[src/core/wwd_pkg.sv]
// package: register map, fields, reset values and timing of the window watchdog
package wwd_pkg;

    // ==========================================================
    // register map (word index; byte address is four times it)
    localparam logic [9:0] BASE_BLOCK_IDX    = 10'h200;
    localparam logic [9:0] BASE_NONBLOCK_IDX = 10'h300;
    localparam logic [9:0] CFG_OFFSET_IDX    = 10'h010;
    localparam logic [9:0] SVC_OFFSET_IDX    = 10'h011;
    localparam int         ADDR_W            = 12;

    // ==========================================================
    // field positions and reset values
    localparam int         OFF_FLAG_BIT  = 7;
    localparam int         WIN_FLAG_BIT  = 6;
    localparam int         SEL_LSB       = 0;
    localparam int         SEL_W         = 3;
    localparam logic [7:0] CFG_RESET     = 8'h00;
    localparam logic [7:0] SVC_RESET     = 8'h55;
    localparam logic [7:0] KEY_FIRST     = 8'hAA;
    localparam logic [7:0] KEY_SECOND    = 8'h55;

    // ==========================================================
    // timing: base step of the timeout ladder is 10 ms
    localparam int UNIT_TIMEOUT_MS  = 10;
    localparam int CLK_MHZ          = 250;
    localparam int UNIT_CYCLES      = UNIT_TIMEOUT_MS * CLK_MHZ * 1000;
    // fixed timeout of the initial non-window phase
    localparam int INIT_TIMEOUT_MS  = 10;
    localparam int INIT_CYCLES      = INIT_TIMEOUT_MS * CLK_MHZ * 1000;

    // ==========================================================
    // operating states of the watchdog
    typedef enum logic [1:0] {
        WWD_INIT     = 2'b00,
        WWD_WINDOW   = 2'b01,
        WWD_DISABLED = 2'b10
    } wwd_state_t;

    // software-visible configuration/status byte
    typedef struct packed {
        logic       offFlag;
        logic       winFlag;
        logic [2:0] zero;
        logic [2:0] timeoutSel;
    } wwd_cfg_t;

endpackage : wwd_pkg

[src/core/wwd_window_watchdog.sv]
// window watchdog with its configuration and service registers on APB
`timescale 1ns/1ns

module wwd_window_watchdog #(
    parameter int UNIT_CYCLES = wwd_pkg::UNIT_CYCLES,
    parameter int INIT_CYCLES = wwd_pkg::INIT_CYCLES
) (
    input  wire logic                      sys_clk,
    input  wire logic                      rst_b,
    input  wire logic                      psel,
    input  wire logic                      penable,
    input  wire logic                      pwrite,
    input  wire logic [wwd_pkg::ADDR_W-1:0] paddr,
    input  wire logic [31:0]               pwdata,
    input  wire logic [3:0]                pstrb,
    output logic      [31:0]               prdata,
    output logic                           pready,
    output logic                           pslverr,
    input  wire logic                      extDisable,
    input  wire logic                      lowPower,
    output logic                           wdReset
);
    import wwd_pkg::*;

    // ==========================================================
    // parameter check; the ladder shifts by up to 7 within 32 bits
    if (UNIT_CYCLES < 2 || UNIT_CYCLES >= (1 << 24) ||
        INIT_CYCLES < 2) begin : g_bad_cycles
        $error("wwd_window_watchdog: timeout cycle counts out of range");
    end

    // ==========================================================
    // state
    wwd_state_t  state;
    wwd_state_t  next_state;
    logic [31:0] count;
    logic [31:0] next_count;
    logic [2:0]  timeoutSel;
    logic [2:0]  next_timeoutSel;
    logic [7:0]  svcKey;
    logic [7:0]  next_svcKey;
    logic [7:0]  expectKey;
    logic [7:0]  next_expectKey;
    logic        next_wdReset;
    logic [31:0] next_prdata;
    logic        next_pready;
    logic        next_pslverr;

    // ==========================================================
    // address decode
    logic [9:0]  wordIdx;
    logic        baseHit;
    logic        hitCfg;
    logic        hitSvc;
    logic        busDone;
    logic        wrCfg;
    logic        wrSvc;
    logic        rdCfg;

    assign wordIdx = paddr[ADDR_W-1:2];
    // both aliases decode to the same registers
    assign baseHit = (paddr[1:0] == 2'h0) &&
                     ((wordIdx[9:8] == BASE_BLOCK_IDX[9:8]) ||
                      (wordIdx[9:8] == BASE_NONBLOCK_IDX[9:8])) &&
                     (wordIdx[7:5] == 3'h0);
    assign hitCfg  = baseHit && (wordIdx[4:0] == CFG_OFFSET_IDX[4:0]);
    assign hitSvc  = baseHit && (wordIdx[4:0] == SVC_OFFSET_IDX[4:0]);
    // a write takes effect on the edge that samples pready high
    assign busDone = psel && penable && pready;
    assign wrCfg   = busDone && pwrite && hitCfg && pstrb[0];
    assign wrSvc   = busDone && pwrite && hitSvc && pstrb[0];
    assign rdCfg   = psel && penable && !pready && !pwrite && hitCfg;

    // ==========================================================
    // timeout length and window
    logic [31:0] limit;
    logic [31:0] curLimit;
    logic        winOpen;
    logic        timedOut;

    // doubling ladder; code 110 falls out as 640 ms
    assign limit    = 32'(UNIT_CYCLES) << timeoutSel;
    // initial phase ignores the selector and runs its fixed length
    assign curLimit = (state == WWD_INIT) ? 32'(INIT_CYCLES) : limit;
    // window closed for the first half, open for the second
    assign winOpen  = (state == WWD_INIT) ||
                      ((state == WWD_WINDOW) &&
                       (count >= (limit >> 1)));
    assign timedOut = (state != WWD_DISABLED) && !lowPower &&
                      (count >= curLimit - 32'h1);

    // ==========================================================
    // watchdog next state
    always_comb begin
        next_state      = state;
        next_count      = count;
        next_svcKey     = svcKey;
        next_expectKey  = expectKey;
        next_timeoutSel = timeoutSel;
        next_wdReset    = 1'b0;
        if (wrCfg) begin
            next_timeoutSel = pwdata[SEL_LSB +: SEL_W];
        end
        case (state)
            WWD_DISABLED: begin
                // re-enable must run the initial sequence again
                next_state = WWD_INIT;
            end
            WWD_INIT, WWD_WINDOW: begin
                if (lowPower) begin
                    // counter frozen, service byte back to default
                    next_svcKey = SVC_RESET;
                end else if (wrSvc) begin
                    next_svcKey = pwdata[7:0];
                    if (pwdata[7:0] != expectKey || !winOpen) begin
                        next_wdReset = 1'b1;
                    end else begin
                        // good key in an open window restarts
                        next_count     = 32'h0;
                        next_state     = WWD_WINDOW;
                        next_expectKey = (expectKey == KEY_FIRST) ?
                                         KEY_SECOND : KEY_FIRST;
                    end
                end else if (timedOut) begin
                    next_wdReset = 1'b1;
                end else begin
                    next_count = count + 32'h1;
                end
            end
            default: begin
                next_state = WWD_INIT;
            end
        endcase
        // a fired reset restarts the initial phase
        if (next_wdReset) begin
            next_state     = WWD_INIT;
            next_count     = 32'h0;
            next_svcKey    = SVC_RESET;
            next_expectKey = KEY_FIRST;
        end
        // external disable overrides the watchdog state, service writes are lost, config writes still land
        if (extDisable) begin
            next_state     = WWD_DISABLED;
            next_count     = 32'h0;
            next_svcKey    = SVC_RESET;
            next_expectKey = KEY_FIRST;
            next_wdReset   = 1'b0;
        end
    end

    // ==========================================================
    // bus answer: one wait state, data and error registered
    always_comb begin
        next_pready  = psel && penable && !pready;
        next_pslverr = 1'b0;
        next_prdata  = 32'h0;
        if (psel && penable && !pready) begin
            if (hitCfg) begin
                next_prdata[OFF_FLAG_BIT] = (state == WWD_DISABLED) ||
                                            extDisable;
                next_prdata[WIN_FLAG_BIT] = winOpen;
                next_prdata[SEL_LSB +: SEL_W] = timeoutSel;
            end else if (hitSvc) begin
                next_prdata[7:0] = svcKey;
            end else begin
                // unmapped words answer with an error
                next_pslverr = 1'b1;
            end
        end
    end

    // ==========================================================
    // registers
    always_ff @(posedge sys_clk or negedge rst_b) begin
        if (!rst_b) begin
            state      <= WWD_INIT;
            count      <= 32'h0;
            timeoutSel <= CFG_RESET[SEL_LSB +: SEL_W];
            svcKey     <= SVC_RESET;
            expectKey  <= KEY_FIRST;
            wdReset    <= 1'b0;
            prdata     <= 32'h0;
            pready     <= 1'b0;
            pslverr    <= 1'b0;
        end else begin
            state      <= next_state;
            count      <= next_count;
            timeoutSel <= next_timeoutSel;
            svcKey     <= next_svcKey;
            expectKey  <= next_expectKey;
            wdReset    <= next_wdReset;
            prdata     <= next_prdata;
            pready     <= next_pready;
            pslverr    <= next_pslverr;
        end
    end

    // ==========================================================
    // checks
    logic liveSvc;
    assign liveSvc = wrSvc && !extDisable && !lowPower &&
                     (state != WWD_DISABLED);

    a_timeout_fires: assert property (
        @(posedge sys_clk) disable iff (!rst_b)
        (state == WWD_WINDOW && !extDisable && !lowPower && !wrSvc &&
         count == limit - 32'h1) |=> wdReset && state == WWD_INIT)
        else $error("timeout did not raise watchdog reset");

    a_wrong_key: assert property (
        @(posedge sys_clk) disable iff (!rst_b)
        (liveSvc && pwdata[7:0] != expectKey) |=> wdReset)
        else $error("wrong service key did not reset");

    a_closed_window: assert property (
        @(posedge sys_clk) disable iff (!rst_b)
        (liveSvc && state == WWD_WINDOW && count < (limit >> 1))
        |=> wdReset)
        else $error("service in closed window accepted");

    a_good_restart: assert property (
        @(posedge sys_clk) disable iff (!rst_b)
        (liveSvc && winOpen && pwdata[7:0] == expectKey)
        |=> count == 32'h0 && !wdReset &&
            expectKey != $past(expectKey) && state == WWD_WINDOW)
        else $error("valid service did not restart counter");

    a_first_key_aa: assert property (
        @(posedge sys_clk) disable iff (!rst_b)
        (state == WWD_INIT) |-> expectKey == KEY_FIRST)
        else $error("initial phase expects other than first key");

    a_disable_ignores: assert property (
        @(posedge sys_clk) disable iff (!rst_b)
        extDisable [*2] |-> state == WWD_DISABLED && count == 32'h0 &&
                            svcKey == SVC_RESET && !wdReset)
        else $error("disabled watchdog reacted");

    a_lowpower_halt: assert property (
        @(posedge sys_clk) disable iff (!rst_b)
        (lowPower && !extDisable && state != WWD_DISABLED)
        |=> count == $past(count) && svcKey == SVC_RESET)
        else $error("low power did not halt watchdog");

    a_cfg_flags: assert property (
        @(posedge sys_clk) disable iff (!rst_b)
        rdCfg |=> prdata[OFF_FLAG_BIT] == ($past(extDisable) ||
                  $past(state) == WWD_DISABLED) &&
                  prdata[WIN_FLAG_BIT] == $past(winOpen) && pready)
        else $error("config read shows wrong flags");

    a_unmapped_err: assert property (
        @(posedge sys_clk) disable iff (!rst_b)
        (psel && penable && !pready && !hitCfg && !hitSvc)
        |=> pready && pslverr)
        else $error("unmapped access not refused");

    a_init_timeout: assert property (
        @(posedge sys_clk) disable iff (!rst_b)
        (state == WWD_INIT && !extDisable && !lowPower && !wrSvc &&
         count == 32'(INIT_CYCLES) - 32'h1) |=> wdReset)
        else $error("initial timeout did not raise watchdog reset");

    a_reset_restarts: assert property (
        @(posedge sys_clk) disable iff (!rst_b)
        wdReset |-> state == WWD_INIT && count == 32'h0 &&
                    expectKey == KEY_FIRST && svcKey == SVC_RESET)
        else $error("watchdog reset did not restart initial phase");

    a_sel_readback: assert property (
        @(posedge sys_clk) disable iff (!rst_b)
        rdCfg |=> prdata[SEL_LSB +: SEL_W] == $past(timeoutSel) &&
                  prdata[5:3] == 3'h0)
        else $error("config read shows wrong selector");

    a_long_codes: assert property (
        @(posedge sys_clk) disable iff (!rst_b)
        (timeoutSel == 3'h6) |-> limit == 32'(UNIT_CYCLES) * 32'h40)
        else $error("selector code 110 does not give 64 units");

    c_restart: cover property (
        @(posedge sys_clk) disable iff (!rst_b)
        liveSvc && state == WWD_WINDOW && winOpen);
    c_timeout: cover property (
        @(posedge sys_clk) disable iff (!rst_b)
        timedOut && state == WWD_WINDOW);
    c_reenable: cover property (
        @(posedge sys_clk) disable iff (!rst_b)
        state == WWD_DISABLED ##1 state == WWD_INIT);
    c_wrong_key: cover property (
        @(posedge sys_clk) disable iff (!rst_b)
        liveSvc && pwdata[7:0] != expectKey);
    c_lowpower: cover property (
        @(posedge sys_clk) disable iff (!rst_b)
        lowPower && state == WWD_WINDOW);

endmodule : wwd_window_watchdog

[config.mk]
export PLATFORM = sky130hd
export DESIGN_NAME = wwd_window_watchdog
export DESIGN_NICKNAME = d
export VERILOG_FILES = /design/src/core/wwd_pkg.sv /design/src/core/wwd_window_watchdog.sv
export SDC_FILE = /design/constraint.sdc
export NUM_CORES = 1
export LEC_CHECK = 0
export ABC_AREA = 1
export BUFFER_PORTS_ARGS = -buffer_cell sky130_fd_sc_hd__buf_2
export CORE_UTILIZATION = 40
export DETAILED_ROUTE_END_ITERATION = 6
export HOLD_SLACK_MARGIN = 0.05
export PLACE_DENSITY = 0.72
export SLEW_MARGIN = 20
export SYNTH_ARGS = -nofsm -noshare
export SYNTH_HDL_FRONTEND = slang
export SYNTH_SLANG_ARGS = --single-unit
[constraint.sdc]
create_clock -name sys_clk -period 3.8 [get_ports sys_clk]
set_input_delay 0 -clock sys_clk [delete_from_list [all_inputs] [get_ports sys_clk]]
set_output_delay 0 -clock sys_clk [all_outputs]
set_load 0.01 [all_outputs]
**After elaboration in Yosys (flattened, before gate mapping)**

Cells that the tools add are included.

- Bits of input ports: 55
- Flip-flop bits (word level): 64
- Word-level logic and storage cells: 103
- Output and inout bits: 35

- Shifts and indexed selects: 1
- Magnitude comparators: 2
- Reductions and logical operators: 33
- Muxes and demuxes: 40
- Equality and inequality tests: 16
- $add $sub $neg: 2

Operator list:

| kind | count |
|---|---|
| $mux 32 | 8 |
| $mux 8 | 14 |
| $add 32x1->32 const B | 1 |
| $ge 32x31->1 | 1 |
| $ge 32x32->1 | 1 |
| $shl 22x3->32 const A | 1 |
| $sub 32x1->32 const B | 1 |
| $logic_and 1x1->1 | 15 |
| $mux 2 | 7 |
| $ne 4x4->1 const B | 3 |
| $eq 5x5->1 const B | 2 |
| $mux 1 | 9 |
| $eq 8x8->1 const B | 1 |
| $ne 4x3->1 const B | 2 |
| $ne 8x8->1 | 1 |
| $reduce_and 4->1 | 2 |
| $eq 2x2->1 const B | 3 |
| $mux 3 | 2 |
| $ne 3x2->1 const B | 2 |
| $reduce_bool 3->1 | 2 |
| $logic_not 2->1 | 2 |
| $logic_or 1x1->1 | 4 |
| $reduce_bool 4->1 | 1 |
| $logic_not 1->1 | 3 |
| 6 further kinds | 6 |

**Longest topological paths before layout**

- Depth after elaboration: 12
- Depth in mapped cells: 29
- Mapped depth without buffers: 28

**Worst setup path after synthesis**

OpenSTA, ideal clock, no wires.

- Path type: register -> register
- From: register state[1]
- To: register expectKey[6]
- Setup slack: 0.306 ns
- Period minus slack after synthesis: 3.494 ns
- Setup time: 0.118 ns
- Required time: 3.682 ns
- Buffers on the path: 2
- Stages on the path, launching flop included: 28
- Arrival: 3.377 ns
- Path through: dfrtp_1 nor2_1 inv_1 clkbuf_1 nand2_1 ha_1 nand2_1 nor2_1 nand3_1 nor3_1 nand3_1 xnor2_1 ha_1 nand2_1 nor2_1 and2_1 nand2_1 nand3_1 nand2_1 nand2_1 nand2_1 nand2_2 nand3_4 nand2_8 buf_6 nand3_2 nand2_1 nand2_1

- Longest elaborated chain between the ends: 11
- Elaborated cells between the ends (all ways): 25
- Classes of those cells: add/sub (1); order compare (1); eq/ne (4); mux (8); reduce/logical (11)

Ends and longest elaborated chain:

| what | RTL line | RTL |
|---|---|---|
| start: declaration | wwd_window_watchdog.sv:34 | `wwd_state_t state;` |
| start signal: assignment | wwd_window_watchdog.sv:186 | `state <= next_state;` |
| $logic_not 2->1 or $eq 2x1->1 (tied branches) | -- |  |
| $mux 32 or $logic_and 1x1->1 (tied branches) | wwd_window_watchdog.sv:84, wwd_window_watchdog.sv:87 |  |
| $sub 32x1->32 or $logic_or 1x1->1 (tied branches) | wwd_window_watchdog.sv:90, wwd_window_watchdog.sv:86 |  |
| $ge 32x32->1 or $logic_not 1->1 (tied branches) | wwd_window_watchdog.sv:90, wwd_window_watchdog.sv:115 |  |
| $logic_and 1x1->1 or $logic_or 1x1->1 (tied branches) | wwd_window_watchdog.sv:89, wwd_window_watchdog.sv:115 |  |
| $mux 1 (on tied branches) | wwd_window_watchdog.sv:124, wwd_window_watchdog.sv:115 |  |
| $mux 1 | wwd_window_watchdog.sv:113 | `end else if (wrSvc) begin` |
| $mux 1 | wwd_window_watchdog.sv:110 | `if (lowPower) begin` |
| $mux 1 | wwd_window_watchdog.sv:104 | `case (state)` |
| $ne 3x2->1 (no line), or another cell as far along | -- |  |
| $reduce_and 4->1 (no line) or $mux 8 (tied branches) | -- |  |
| end signal: assignment | wwd_window_watchdog.sv:190 | `expectKey <= next_expectKey;` |
| end: declaration | wwd_window_watchdog.sv:42 | `logic [7:0] expectKey;` |

Parallel ways exist; a longest one is shown, timed or not.
A chain may end at the register's enable or synchronous reset.

**Worst setup path after layout**

- From: register timeoutSel[0]
- To: register count[6]

- Longest elaborated chain between the ends: 12
- Elaborated cells between the ends (all ways): 22
- Classes of those cells: add/sub (1); order compare (2); eq/ne (3); shift (1); mux (8); reduce/logical (7)

Ends and longest elaborated chain:

| what | RTL line | RTL |
|---|---|---|
| start: declaration | wwd_window_watchdog.sv:38 | `logic [2:0] timeoutSel;` |
| start signal: assignment | wwd_window_watchdog.sv:178 | `timeoutSel <= CFG_RESET[SEL_LSB +: SEL_W];` |
| start signal: assignment | wwd_window_watchdog.sv:188 | `timeoutSel <= next_timeoutSel;` |
| $shl 22x3->32 * | wwd_window_watchdog.sv:82 | `assign limit = 32'(UNIT_CYCLES) << timeoutSel;` |
| parallel branches: the longest is 11 deep, another holds $sub 32x1->32 | -- |  |
| end signal: assignment | wwd_window_watchdog.sv:187 | `count <= next_count;` |
| end: declaration | wwd_window_watchdog.sv:36 | `logic [31:0] count;` |

Every way passes the cells marked *.

==> impl_metrics.toml <==
[outcome]
status = "finished with violations"
violations = "setup timing"

[placement]
hpwl_mm = 10.4
globalplace.congestion = 0.903
io_buffer_count = 37
place_ws_ns = 0.0374

[setup_path]
worstPathMaxFanout = 8
worstPathArrival_ns = 3.99
path_buf_inv = 3
critPathTopFamily = "simple AND/OR/NAND/NOR gates"
start_kind = "flop"
cpMostUsedCell = "nand2_2"
r2r_start = "timeoutSel[0]"
reg2reg_slack_ns = -0.004
crit_path_start = "timeoutSel[0]"
end_kind = "flop"
worst_path_largest_cell_delay_ns = 0.39
cp_slowest_cell = "dfrtp_1"
crit_required_ns = 3.99
crit_type = "flop to flop"

[global_routing]
overflow = 0
first_global_vias = 4824
grt_usage_pct = 20.3
grt_pass1_wl_mm = 22.7
antenna_found_initial = 0
grt_start_max_net_pins = 61

[route]
drc = 0
via_per_inst = 5.05
via_count = 5322
drt_pre_antenna_iters = 5
dr.first_iter.drc_count = 427
routed_wl_mm = 14.3
wl_per_cell_um = 13.6
drtAntennaViolNets = 0

[floorplanning]
dieArea_um2 = 14000
die_width_um = 118
rows = 42
design.core.area_um2 = 13200
ios = 90
dieHeight_um = 118
start_util_pct = 41.0

[pwr]
p_leak_nw = 3.29
peakVddDrop_mv = 0.190
power_density_nw_per_um2 = 248

[clock_network]
clk_latency_ns = 0.34
cts.reportedPaths.clkPinSlew_ns = 0.05
clk_path_buf_depth = 2
ctsHtreeMaxLevel = 3
cts_tree = "built"
cts_sinks = 58
cts_made_buffers = 9
root_buffer = "clkbuf_16"

[yosys]
synthTopCellsByCount = "189 x nand2_1, 101 x nor2_1, 95 x inv_1"
synthArstFlopShare_pct = 100
syn_inst = 784
ys.flop_type = "dfrtp_1"
yosysTopAreaCell = "dfrtp_1"
synth_area_leaders = "dfrtp_1 25%, ha_1 14%, nand2_1 13%"
synth_edf_count = 0
synth_area_per_cell_um2 = 6.90
synth.distinct_cells = 43
synth_area_um2 = 5410
yosys_warnings = 0
ys_seq_area_share_pct = 27.0
yosys_register_bits = 58
synthDominantCellAreaShare_pct = 24.5
yosysMostFrequentCell = "nand2_1"

[sta]
whs_ns = 0.102
setup_ws_ns = -0.00380
drv_slew = 0
tightest_slew_ns = 0.944
rsz0062_at_grt = "yes"
maxSlewHeadroom_pct = 36.4
finalHoldViolCount = 0
setup_viol_count_final = 1
min_period_ns = 3.80
finalCritPeriodShare_pct = 100
fin_skew_ns = 0.00822
fmax_mhz = 263
finalSetupTns_ns = -0.00380

[final_layout]
fillers = 1246
nets = 991
regArea_um2 = 1460
fin_util_pct = 50.4
n_antenna_cell = 0
area_growth_pct = 22.9
multi_input_area_um2 = 3610
layout-drive-gt1-share_pct = 19.7

[flow_run]
maxCapViolCount = 0

[worst_hold_path]
min-delay-start = "paddr[2]"
hold_path.class = "input pin to flop"
## kinds of logic after synthesis
family / count (synthesis) / share of synthesized area, %
AO/OA/AOI/OAI: 77 / 7.66
XOR/XNOR: 32 / 5.18
adder cells (fa/ha/maj): 61 / 14.1
buffers and inverters: 138 / 11.6
flip-flops: 58 / 27.0
other: 2 / 0.139
AND/OR/NAND/NOR: 416 / 34.3
## worst reg2reg max path: cells and delay by family, from the launching register on
family / cells / cell delay [ns]
DFF: 1 / 0.39
xor gates and xnor gates: 1 / 0.16
buffers and inverters: 3 / 0.32
adders and majority gates: 3 / 0.68
AOI/OAI and AO/OA: 1 / 0.09
and+or+nand+nor: 20 / 2.01
## worst paths after layout
path | cells after the start | end
max | 28 | count[6]
min | 6 | timeoutSel[0]
max reg2reg | 28 | count[6]
min reg2reg | 2 | svcKey[2]
max in group asynchronous | 3 | count[23]
min in group asynchronous | 2 | svcKey[4]
## state kept, by name, summed over array words and instances, names as in the netlist
| signal | cells |
|---|---|
| count | 32 |
| prdata | 8 |
| svcKey | 8 |
| timeoutSel | 3 |
| expectKey | 2 |
| state | 2 |
| pready | 1 |
| pslverr | 1 |
| wdReset | 1 |
## what timing repair did
item | 4_1_cts | 5_1_grt
endpoints found under the setup margin | 0 | 43
hold buffers | 9 | 0
hold endpoints to repair | 64 | 0
setup buffers | 0 | 8
resized for setup | 0 | 71
## through the flow
step	area, um^2	total power [mW]	std cells
2_1_floorplan	5500	0.774	809
3_3_place_gp	5950	0.812	1021
3_5_place_dp	5950	0.815	1021
4_1_cts	6330	1.64	1044
5_1_grt	6650	1.70	1054
6_report	6650	1.65	1054
## report_power, final
group / switching (mW) / internal, mW / leakage [nW]
clock network: 0.289 / 0.532 / 0.147
logic: 0.109 / 0.0551 / 2.36
registers: 0.0166 / 0.644 / 0.784
## cell type report
type	count	share of cell area, %
multi-input combinational	614	54.3
tap	176	3.31
sequential	58	21.9
inverter	99	5.70
timing repair buffer	93	10.4
clock buffer	11	3.80
clock inverter	3	0.602
## layout by cell type, fill, tap and decap left out, types with 6 or more instances in the layout
cell type	n
nor2_1	85
nand3_1	39
xor2_1	29
nor3_1	25
nand4_1	20
nor4_1	10
nand2_1	180
nand2_2	11
o21ai_0	32
inv_2	8
o21ai_1	13
clkbuf_16	10
dlygate4sd3_1	9
buf_2	37
dfrtp_1	53
or2_2	6
buf_4	39
inv_1	89
ha_1	58
conb_1	27
nor2_2	14
a21oi_1	20
## metal layers
layer | track usage [%] | vias up | part of all wire (%)
met5 | 0 | - | 0
met4 | 7.93 | 0 | 3.0
met3 | 4.05 | 34 | 5.7
met2 | 33.2 | 149 | 47
met1 | 26.3 | 2465 | 45
li1 | - | 2674 | -
Power figures use the tool's default switching activity.
